## config.mk

```make
export PLATFORM = sky130hd
export DESIGN_NAME = pic_ctrl
export DESIGN_NICKNAME = d
export VERILOG_FILES = /design/src/common/pic_pkg.sv /design/src/hdl/pic_ctrl.sv
export SDC_FILE = /design/constraint.sdc
export NUM_CORES = 1
export LEC_CHECK = 0
export BUFFER_PORTS_ARGS = -buffer_cell sky130_fd_sc_hd__buf_4
export CAP_MARGIN = 15
export CORE_UTILIZATION = 35
export DETAILED_ROUTE_END_ITERATION = 12
export MAX_ROUTING_LAYER = met4
export SYNTH_ARGS = -nofsm -noshare
export SYNTH_HDL_FRONTEND = slang
export SYNTH_SLANG_ARGS = --single-unit
export TNS_END_PERCENT = 5
```

## constraint.sdc

```tcl
create_clock -name pclk -period 2.5 [get_ports pclk]
set_input_delay 0.75 -clock pclk [delete_from_list [all_inputs] [get_ports pclk]]
set_output_delay 0.75 -clock pclk [all_outputs]
set_load 0.02 [all_outputs]
```

## src/common/pic_pkg.sv

```systemverilog
package pic_pkg;

  // ------------------------------------------------------------
  // Register map (APB byte addresses)
  // ------------------------------------------------------------
  localparam logic [7:0] PIC_OFS_FLAGS    = 8'h00;
  localparam logic [7:0] PIC_OFS_PENDING  = 8'h04;
  localparam logic [7:0] PIC_OFS_ACTIVE   = 8'h08;
  localparam logic [7:0] PIC_OFS_SRC_MASK = 8'h0C;
  localparam logic [7:0] PIC_OFS_CMD      = 8'h10;
  localparam logic [7:0] PIC_OFS_ALU      = 8'h14;
  localparam logic [7:0] PIC_OFS_IRQ_STAT = 8'h18;
  localparam logic [7:0] PIC_OFS_IRQ_MASK = 8'h1C;
  localparam logic [7:0] PIC_OFS_VECTOR   = 8'h20;

  // ------------------------------------------------------------
  // Condition flag bit positions
  // ------------------------------------------------------------
  localparam int PIC_FLAG_BRANCH = 0;
  localparam int PIC_FLAG_CARRY  = 1;
  localparam int PIC_FLAG_IE     = 2;

  // ------------------------------------------------------------
  // Source mask bit positions
  // ------------------------------------------------------------
  localparam int PIC_SRC_EEPROM = 0;
  localparam int PIC_SRC_P3L0   = 1;
  localparam int PIC_SRC_P3L1   = 2;
  localparam int PIC_SRC_P3L2   = 3;
  localparam int PIC_SRC_P3L3   = 4;
  localparam int PIC_SRC_TMR1   = 5;
  localparam int PIC_SRC_TAS    = 6;
  localparam int PIC_SRC_TAP    = 7;
  localparam int PIC_SRC_TBS    = 8;
  localparam int PIC_SRC_TBP    = 9;
  localparam int PIC_SRC_IN40   = 10;
  localparam int PIC_NUM_SRC    = 11;

  // ------------------------------------------------------------
  // Reset values and timing
  // ------------------------------------------------------------
  localparam logic [3:0]  PIC_FLAGS_RST     = 4'h0;
  localparam logic [10:0] PIC_SRC_MASK_RST  = 11'h000;
  localparam logic [1:0]  PIC_SYSCLK_PER_MC = 2'h2;
  localparam logic [1:0]  PIC_LONG_INSTR_MC = 2'h3;

  // Command codes written to the command register.
  typedef enum logic [3:0] {
    PIC_CMD_NOP      = 4'h0,
    PIC_CMD_IRQ_OFF  = 4'h1,
    PIC_CMD_IRQ_ON   = 4'h2,
    PIC_CMD_RETURN   = 4'h3,
    PIC_CMD_SLEEP    = 4'h4,
    PIC_CMD_SOFT_IRQ = 4'h5,
    PIC_CMD_IO       = 4'h6,
    PIC_CMD_LONG     = 4'h7,
    PIC_CMD_SET_BC   = 4'h8,
    PIC_CMD_TOG_B    = 4'h9
  } pic_cmd_t;

  // ALU operation kinds.
  typedef enum logic [1:0] {
    PIC_ALU_ARITH = 2'h0,
    PIC_ALU_LOGIC = 2'h1,
    PIC_ALU_SHIFT = 2'h2
  } pic_alu_t;

  // Core sequencing states.
  typedef enum logic [1:0] {
    PIC_ST_RUN  = 2'h0,
    PIC_ST_ACK  = 2'h1,
    PIC_ST_CALL = 2'h2
  } pic_state_t;

  // Acknowledge opcodes and vectors per level.
  localparam logic [7:0] PIC_ACK_OP [8] = '{8'hC8, 8'hD0, 8'hD8, 8'hE0, 8'hE8, 8'hF0, 8'hF8, 8'hFC};
  localparam logic [11:0] PIC_VEC [8] = '{12'h040, 12'h080, 12'h0C0, 12'h100,
                                         12'h140, 12'h180, 12'h1C0, 12'h1E0};

endpackage

```

## src/hdl/pic_ctrl.sv

```systemverilog
// What this block does
// - Eight-bit pending and active registers per level.
// - Latch requests each non-I/O instruction cycle.
// - Request only if no higher level active.
// - Acknowledge pushes PC, calls level vector.
// - Return sets enable, clears level bits.
// - Disabled: keep logging, defer servicing.
// - Repeat request on set pending bit lost.
// - Reset clears enable, pending, active.
// - Off clears enable; on/return/sleep set.
// - Edge to service in 3-5 machine cycles.
// - Fixed priority, level 7 highest, vectors.
// - Map hardware sources onto levels 1-6.
// - Each source masked individually.
// - Soft interrupt writes pending bits.
// - Four-bit flags: branch, carry, enable.
// - Carry from arithmetic; boolean keeps it.
// - Branch taken when branch flag set.
// - Machine cycle two clocks; one/four cycles.
//
// The placing of the registers and register access over APB were chosen for this implementation.
module pic_ctrl
  import pic_pkg::*;
(
  input  wire logic        pclk,
  input  wire logic        presetn,
  input  wire logic        psel,
  input  wire logic        penable,
  input  wire logic        pwrite,
  input  wire logic [7:0]  paddr,
  input  wire logic [31:0] pwdata,
  output logic [31:0]      prdata,
  output logic             pready,
  output logic             pslverr,
  input  wire logic        eeprom_done,
  input  wire logic [3:0]  port3_line,
  input  wire logic        timer1_evt,
  input  wire logic [3:0]  timer2_evt,
  input  wire logic        input_line_forty,
  output logic             mc_strobe,
  output logic             cpu_irq_req,
  output logic             ack_cycle,
  output logic [7:0]       ack_opcode,
  output logic [11:0]      call_vector,
  output logic             branch_taken,
  output logic             irq
);

  // ----------------------------------------------------------
  // Registers
  // ----------------------------------------------------------
  logic [3:0]  condition_flags_reg;
  logic [7:0]  pending_reg;
  logic [7:0]  active_reg;
  logic [10:0] src_mask_reg;
  logic [3:0]  p3_prev_reg;
  logic        in40_prev_reg;
  logic        phase_reg;
  logic [1:0]  long_cnt_reg;
  logic        io_cycle_reg;
  logic [2:0]  level_reg;
  logic [3:0]  stat_reg;
  logic [3:0]  imask_reg;
  logic [11:0] pc_push_reg;
  pic_state_t  state_reg;

  // ----------------------------------------------------------
  // Combinational decode
  // ----------------------------------------------------------
  logic        wr_en;
  logic        rd_en;
  logic [7:0]  hw_req;
  logic [7:0]  soft_req;
  logic        mc_end;
  logic        instr_end;
  logic [7:0]  eligible;
  logic [2:0]  top_level;
  logic        top_valid;
  logic        cmd_wr;
  pic_cmd_t    cmd;
  logic        ret_now;
  logic [7:0]  ret_clear;

  assign wr_en  = psel && penable && pwrite;
  assign rd_en  = psel && penable && !pwrite;
  assign cmd_wr = wr_en && (paddr == PIC_OFS_CMD);
  assign cmd    = pic_cmd_t'(pwdata[3:0]);

  // A machine cycle ends every second clock; long instructions span four.
  assign mc_end    = phase_reg;
  assign instr_end = mc_end && (long_cnt_reg == 2'h0);

  // Falling edges and events, each gated by its own mask bit.
  always_comb begin
    hw_req    = 8'h00;
    hw_req[1] = eeprom_done && src_mask_reg[PIC_SRC_EEPROM];
    hw_req[2] = (p3_prev_reg[0] && !port3_line[0] && src_mask_reg[PIC_SRC_P3L0]) ||
                (p3_prev_reg[1] && !port3_line[1] && src_mask_reg[PIC_SRC_P3L1]);
    hw_req[3] = (p3_prev_reg[2] && !port3_line[2] && src_mask_reg[PIC_SRC_P3L2]) ||
                (p3_prev_reg[3] && !port3_line[3] && src_mask_reg[PIC_SRC_P3L3]);
    hw_req[4] = timer1_evt && src_mask_reg[PIC_SRC_TMR1];
    hw_req[5] = |(timer2_evt & src_mask_reg[PIC_SRC_TBP:PIC_SRC_TAS]);
    hw_req[6] = in40_prev_reg && !input_line_forty && src_mask_reg[PIC_SRC_IN40];
  end

  // Soft interrupt writes two nibbles taken from command write data bits 11:4.
  assign soft_req = (cmd_wr && cmd == PIC_CMD_SOFT_IRQ) ? pwdata[11:4] : 8'h00;

  // Return clears the highest active level.
  assign ret_now = cmd_wr && (cmd == PIC_CMD_RETURN);

  // Pending levels above every active level compete.
  always_comb begin
    eligible  = 8'h00;
    top_level = 3'h0;
    top_valid = 1'b0;
    ret_clear = 8'h00;
    for (int i = 0; i < 8; i++) begin
      if (pending_reg[i] && !active_reg[i] && ((active_reg >> i) == 8'h00)) begin
        eligible[i] = 1'b1;
      end
    end
    for (int i = 0; i < 8; i++) begin
      if (eligible[i]) begin
        top_level = 3'(i);
        top_valid = 1'b1;
      end
      if (active_reg[i]) begin
        ret_clear    = 8'h00;
        ret_clear[i] = 1'b1;
      end
    end
  end

  // ----------------------------------------------------------
  // Machine cycle timing
  // ----------------------------------------------------------
  // Phase toggles each clock; the long count tracks four-cycle instructions.
  always_ff @(posedge pclk or negedge presetn) begin
    if (!presetn) begin
      phase_reg    <= 1'b0;
      long_cnt_reg <= 2'h0;
      io_cycle_reg <= 1'b0;
    end else begin
      phase_reg <= ~phase_reg;
      if (cmd_wr && cmd == PIC_CMD_LONG && long_cnt_reg == 2'h0) begin
        long_cnt_reg <= PIC_LONG_INSTR_MC;
      end else if (mc_end && long_cnt_reg != 2'h0) begin
        long_cnt_reg <= long_cnt_reg - 2'h1;
      end
      if (cmd_wr && cmd == PIC_CMD_IO) begin
        io_cycle_reg <= 1'b1;
      end else if (instr_end) begin
        io_cycle_reg <= 1'b0;
      end
    end
  end

  // Previous pin levels for edge detection.
  always_ff @(posedge pclk or negedge presetn) begin
    if (!presetn) begin
      p3_prev_reg   <= 4'hF;
      in40_prev_reg <= 1'b1;
    end else begin
      p3_prev_reg   <= port3_line;
      in40_prev_reg <= input_line_forty;
    end
  end

  // ----------------------------------------------------------
  // Pending register
  // ----------------------------------------------------------
  // Hardware events are caught as they come; they merge into a set bit.
  // They enter only outside an I/O instruction cycle, else stay captured.
  logic [7:0] hw_hold_reg;
  always_ff @(posedge pclk or negedge presetn) begin
    if (!presetn) begin
      hw_hold_reg <= 8'h00;
      pending_reg <= 8'h00;
    end else begin
      if (instr_end && !io_cycle_reg) begin
        hw_hold_reg <= 8'h00;
        pending_reg <= (pending_reg & ~(ret_now ? ret_clear : 8'h00)) | hw_hold_reg | hw_req | soft_req;
      end else begin
        hw_hold_reg <= hw_hold_reg | hw_req;
        pending_reg <= (pending_reg & ~(ret_now ? ret_clear : 8'h00)) | soft_req;
      end
    end
  end

  // ----------------------------------------------------------
  // Program counter and return stack
  // ----------------------------------------------------------
  // A level can be active only once, so one saved address per level covers
  // the deepest nesting; a return restores the highest active level's slot.
  logic [11:0] pc_reg;
  logic [11:0] ret_stack_reg [8];
  logic [2:0]  ret_level;

  // Picks the level that a return will close.
  always_comb begin
    ret_level = 3'h0;
    for (int i = 0; i < 8; i++) begin
      if (active_reg[i]) begin
        ret_level = 3'(i);
      end
    end
  end

  // The counter steps once per instruction; the call jumps, the return reloads.
  always_ff @(posedge pclk or negedge presetn) begin
    if (!presetn) begin
      pc_reg <= 12'h000;
    end else if (state_reg == PIC_ST_ACK && mc_end) begin
      pc_reg <= PIC_VEC[level_reg];
    end else if (ret_now && active_reg != 8'h00) begin
      pc_reg <= ret_stack_reg[ret_level];
    end else if (instr_end) begin
      pc_reg <= pc_reg + 12'h001;
    end
  end

  // The acknowledge saves the interrupted address in its level's slot.
  always_ff @(posedge pclk) begin
    if (state_reg == PIC_ST_ACK && mc_end) begin
      ret_stack_reg[level_reg] <= pc_reg;
    end
  end

  // ----------------------------------------------------------
  // Acknowledge sequencing and active register
  // ----------------------------------------------------------
  always_ff @(posedge pclk or negedge presetn) begin
    if (!presetn) begin
      state_reg   <= PIC_ST_RUN;
      active_reg  <= 8'h00;
      level_reg   <= 3'h0;
      ack_cycle   <= 1'b0;
      ack_opcode  <= 8'h00;
      call_vector <= 12'h000;
      pc_push_reg <= 12'h000;
      cpu_irq_req <= 1'b0;
    end else begin
      cpu_irq_req <= top_valid;
      ack_cycle   <= 1'b0;
      if (ret_now) begin
        active_reg <= active_reg & ~ret_clear;
      end
      case (state_reg)
        PIC_ST_RUN: begin
          if (instr_end && top_valid && condition_flags_reg[PIC_FLAG_IE]) begin
            level_reg <= top_level;
            state_reg <= PIC_ST_ACK;
          end
        end
        PIC_ST_ACK: begin
          if (mc_end) begin
            active_reg[level_reg] <= 1'b1;
            ack_cycle   <= 1'b1;
            ack_opcode  <= PIC_ACK_OP[level_reg];
            call_vector <= PIC_VEC[level_reg];
            pc_push_reg <= pc_reg;
            state_reg   <= PIC_ST_CALL;
          end
        end
        PIC_ST_CALL: begin
          if (mc_end) begin
            state_reg <= PIC_ST_RUN;
          end
        end
        default: begin
          state_reg <= PIC_ST_RUN;
        end
      endcase
    end
  end

  // ----------------------------------------------------------
  // Condition flags
  // ----------------------------------------------------------
  // ALU write: [1:0] kind, [5:2] a, [9:6] b, [10] subtract.
  logic [4:0] alu_sum;
  pic_alu_t   alu_kind;
  assign alu_kind = pic_alu_t'(pwdata[1:0]);
  assign alu_sum  = pwdata[10] ? ({1'b0, pwdata[5:2]} - {1'b0, pwdata[9:6]})
                               : ({1'b0, pwdata[5:2]} + {1'b0, pwdata[9:6]});

  always_ff @(posedge pclk or negedge presetn) begin
    if (!presetn) begin
      condition_flags_reg <= PIC_FLAGS_RST;
    end else if (cmd_wr) begin
      case (cmd)
        PIC_CMD_IRQ_OFF:  condition_flags_reg[PIC_FLAG_IE] <= 1'b0;
        PIC_CMD_IRQ_ON,
        PIC_CMD_RETURN,
        PIC_CMD_SLEEP:    condition_flags_reg[PIC_FLAG_IE] <= 1'b1;
        PIC_CMD_SET_BC: begin
          condition_flags_reg[PIC_FLAG_BRANCH] <= 1'b1;
          condition_flags_reg[PIC_FLAG_CARRY]  <= 1'b1;
        end
        PIC_CMD_TOG_B:    condition_flags_reg[PIC_FLAG_BRANCH] <= ~condition_flags_reg[PIC_FLAG_BRANCH];
        default: begin
        end
      endcase
    end else if (wr_en && paddr == PIC_OFS_FLAGS) begin
      condition_flags_reg <= {1'b0, pwdata[2:0]};
    end else if (wr_en && paddr == PIC_OFS_ALU) begin
      case (alu_kind)
        PIC_ALU_ARITH: begin
          condition_flags_reg[PIC_FLAG_CARRY]  <= alu_sum[4];
          condition_flags_reg[PIC_FLAG_BRANCH] <= alu_sum[4];
        end
        PIC_ALU_SHIFT: begin
          condition_flags_reg[PIC_FLAG_CARRY]  <= pwdata[5];
          condition_flags_reg[PIC_FLAG_BRANCH] <= pwdata[5];
        end
        default: begin
          condition_flags_reg[PIC_FLAG_BRANCH] <= (pwdata[5:2] == 4'h0);
        end
      endcase
    end
  end

  // ----------------------------------------------------------
  // Source masks and processor interrupt
  // ----------------------------------------------------------
  always_ff @(posedge pclk or negedge presetn) begin
    if (!presetn) begin
      src_mask_reg <= PIC_SRC_MASK_RST;
      imask_reg    <= 4'h0;
    end else begin
      if (wr_en && paddr == PIC_OFS_SRC_MASK) begin
        src_mask_reg <= pwdata[10:0];
      end
      if (wr_en && paddr == PIC_OFS_IRQ_MASK) begin
        imask_reg <= pwdata[3:0];
      end
    end
  end

  // Sticky events: ack, return, lost request, soft request. Set beats clear.
  logic [3:0] evt;
  assign evt = {|soft_req, |(pending_reg & hw_req), ret_now, ack_cycle};
  always_ff @(posedge pclk or negedge presetn) begin
    if (!presetn) begin
      stat_reg <= 4'h0;
    end else if (wr_en && paddr == PIC_OFS_IRQ_STAT) begin
      stat_reg <= (stat_reg & ~pwdata[3:0]) | evt;
    end else begin
      stat_reg <= stat_reg | evt;
    end
  end

  // ----------------------------------------------------------
  // Outputs and APB slave
  // ----------------------------------------------------------
  always_ff @(posedge pclk or negedge presetn) begin
    if (!presetn) begin
      irq          <= 1'b0;
      mc_strobe    <= 1'b0;
      branch_taken <= 1'b0;
      prdata       <= 32'h0000_0000;
      pready       <= 1'b0;
      pslverr      <= 1'b0;
    end else begin
      irq          <= |(stat_reg & imask_reg);
      mc_strobe    <= mc_end;
      branch_taken <= condition_flags_reg[PIC_FLAG_BRANCH];
      pready       <= psel && !penable;
      pslverr      <= 1'b0;
      if (psel && !penable) begin
        case (paddr)
          PIC_OFS_FLAGS:    prdata <= {28'h0, condition_flags_reg};
          PIC_OFS_PENDING:  prdata <= {24'h0, pending_reg};
          PIC_OFS_ACTIVE:   prdata <= {24'h0, active_reg};
          PIC_OFS_SRC_MASK: prdata <= {21'h0, src_mask_reg};
          PIC_OFS_CMD:      prdata <= {30'h0, state_reg};
          PIC_OFS_ALU:      prdata <= 32'h0000_0000;
          PIC_OFS_IRQ_STAT: prdata <= {28'h0, stat_reg};
          PIC_OFS_IRQ_MASK: prdata <= {28'h0, imask_reg};
          PIC_OFS_VECTOR:   prdata <= {17'h0, level_reg, pc_push_reg};
          default: begin
            prdata  <= 32'h0000_0000;
            pslverr <= 1'b1;
          end
        endcase
      end
    end
  end

endmodule

```

==> results.py <==
metrics = {
    "outcome": {
        "status": "complete, no violations",
    },
    "critical_path": {
        "path_common_cell": "buf_4",
        "worstPathRequired_ns": 2.90,
        "cp-end-kind": "register",
        "path_cells": "buf_4 > or4b_1 > buf_4 > nor3_1 > buf_4 > nand3b_1 > nor2_1 > mux2i_1 > mux2i_1",
        "crit_arrival_ns": 2.67,
        "r2r_cells": 7,
        "critPathSlowestCell": "or4b_1",
        "path_depth": 9,
        "critPathMaxFanout": 7,
        "crit_buf_inv": 3,
        "start_kind": "input port",
        "critPathMaxStageDelay_ns": 0.60,
        "cp_top_family": "simple AND/OR/NAND/NOR gates",
        "worstSetupPathType": "input port to register",
    },
    "global_route": {
        "track_usage_pct": 20.44,
        "grt_max_degree": 42,
        "overflow": 0,
        "antenna_found_initial": 0,
        "grt_pass1_wl_um": 42480,
        "first_global_vias": 7276,
    },
    "logic_synthesis": {
        "yosysMostFrequentCell": "nand2_1",
        "synthCells": 856,
        "ys_seq_area_share_pct": 59.00,
        "synth.ff_latch_count": 205,
        "postSynth.asyncResetShare_pct": 53.17,
        "synth.avg_cell_area_um2": 11.12,
        "synth_area_leaders": "edfxtp_1, dfrtp_1, nand2_1",
        "synth_top_area_share_pct": 30.28,
        "synth_cell_types": 68,
        "synth_ff_type": "dfrtp_1",
        "yosysWarnings": 0,
        "synth_commonest_cells": "nand2_1, dfrtp_1, edfxtp_1",
        "synth_edf_count": 96,
        "synth_area_leader_cell": "edfxtp_1",
        "synthesis.area_um2": 9520,
    },
    "clock_network": {
        "clock_sinks": 205,
        "cts_tree": "yes",
        "postCtsResizedCells": 0,
        "clk_pin_slew_worst_paths_ns": 0.06,
        "cts_max_level": 1,
        "postCtsSetupBuffers": 0,
        "cts_buffers": 23,
        "holdBufCountCts": 0,
        "worstSkewPairLatency_ns": 0.53,
        "clock-root-buffer": "clkbuf_16",
        "cts_max_path_buffers": 3,
    },
    "pwr": {
        "p_sw_share_pct": 26.44,
        "power_frac_seq_pct": 49.8,
        "power.clock.fraction_pct": 39.5,
        "p_comb_share_pct": 10.7,
        "p_per_area_nw_per_um2": 698.6,
        "vdd.ir_drop.worst_uv": 480.2,
        "cellLeakagePower_uw": 0.005013,
        "p_switching_uw": 2158,
        "internal_power_uw": 6005,
    },
    "timing": {
        "hold_viol": 0,
        "setup_viol": 0,
        "slew_headroom_pct": 46.11,
        "min_period_ns": 2.277,
        "rsz0062_at_grt": "false",
        "setup_tns_ns": 0,
        "slew_viol_final": 0,
        "max_freq_mhz": 439.3,
        "fin_ws_ns": 0.2234,
        "fin_crit_sh_pct": 91.06,
        "fin_skew_ns": 0.01949,
        "worstMarginPinSlew_ns": 0.8030,
    },
    "drt": {
        "wl_per_cell_um": 19.98,
        "wirelength_um": 27110,
        "vias": 7274,
        "drc": 0,
        "first_iter_violations": 643,
        "antenna_left": 0,
        "vias_per_cell": 5.360,
        "dr.pass1.iters": 6,
    },
    "die": {
        "core_region_area_um2": 26800,
        "die-area_um2": 27860,
        "die_w_um": 166.9,
        "die_h_um": 166.9,
        "initial_core_util_pct": 35.52,
        "io_pins": 115,
        "rows": 60,
    },
    "hold_path": {
        "hp-class": "input port to asynchronous set/reset pin",
    },
    "layout": {
        "area_delta_synth_final_pct": 22.75,
        "largest_register_ffs": 96,
        "num_antenna_cells": 0,
        "drive_gt1_share_pct": 23.72,
        "final_nets": 1064,
    },
    "job": {
        "drv_cap": 0,
    },
    "placed_design": {
        "post-place-ws_ns": -0.2915,
        "io_buffers": 67,
        "gp_congestion": 0.9096,
        "dp_hpwl_um": 19380,
    },
}
-- cell families after synthesis --
logic type	Yosys count	synth area share, %
and+or+nand+nor	293	14.65
DFF	205	59.00
AOI/OAI and AO/OA	204	14.42
buffers and inverters	91	4.876
muxes	41	4.731
xor gates and xnor gates	12	1.104
adders and majority gates	9	1.183
other	1	0.03939
-- through the flow --
stage	hold slack [ns]	total power, uW	utilization, %	instance area (um^2)	cells
after floorplan	0.3948	4584	-	9663	882
after global placement	0.4410	4976	40.94	10970	1315
after detailed placement	0.4567	4996	40.94	10970	1315
after CTS	0.1932	8217	43.60	11690	1357
after global routing	0.2116	8482	43.60	11690	1357
final	0.1830	8163	43.60	11690	1357
-- power by group through the flow --
stage | clock network, uW | logic [uW] | registers [uW]
floorplan | 0 | 542 | 4040
global placement | 0 | 855 | 4120
detailed placement | 0 | 874 | 4120
CTS | 3280 | 878 | 4060
global route | 3410 | 982 | 4090
finish | 3220 | 874 | 4070
-- metal layers --
metal	vias to the layer above	global-route usage, %	share of wire [%]
met5	-	-	0
met4	0	8.213	3.9
met1	3550	26.40	44
met3	69	3.161	5.8
li1	3389	-	-
met2	266	32.16	46
-- layout make-up --
cell class,instances,area [um^2]
clock buffers,27,600.6
inverters,18,67.56
multi-input cells,586,3585
repair buffers,165,1276
clock inverters,15,113.9
well taps,341,426.7
fillers,2548,15110
flip-flops and latches,205,5617
-- worst paths after layout --
kind	from	slack, ns	to
setup / recovery	paddr[5]	0.22	long_cnt_reg[1]
hold / removal	presetn	0.18	src_mask_reg[1]
setup reg to reg	active_reg[6]	0.29	pc_reg[0]
hold reg to reg	condition_flags_reg[0]	0.46	branch_taken
max in group asynchronous	presetn	1.71	p3_prev_reg[0]
min in group pclk	input_line_forty	0.35	in40_prev_reg
-- layout by cell type, fill, tap and decap left out, types with 8 or more instances in the layout --
cell type    n
buf_4      162
nand2_1    111
dfrtp_1    104
edfxtp_1    96
nor2_1      58
o21ai_0     49
a21oi_1     40
nand3_1     39
conb_1      27
clkbuf_16   23
mux2_2      22
inv_1       18
a22oi_1     18
mux2i_1     18
nor3_1      14
a21o_1      11
and3_1      10
nand2b_1    10
a211oi_1    10
a22o_1       9
ha_1         9
clkinv_2     8
-- worst register-to-register path, stage by stage (launching register included) --
cell	delay, ns
dfrtp_1	0.50
nor2_1	0.19
o21ai_1	0.12
nand2_1	0.16
mux2_2	0.35
a2111oi_0	0.50
buf_4	0.19
a211oi_1	0.06
No activity file was read; power rests on OpenSTA's default activity.
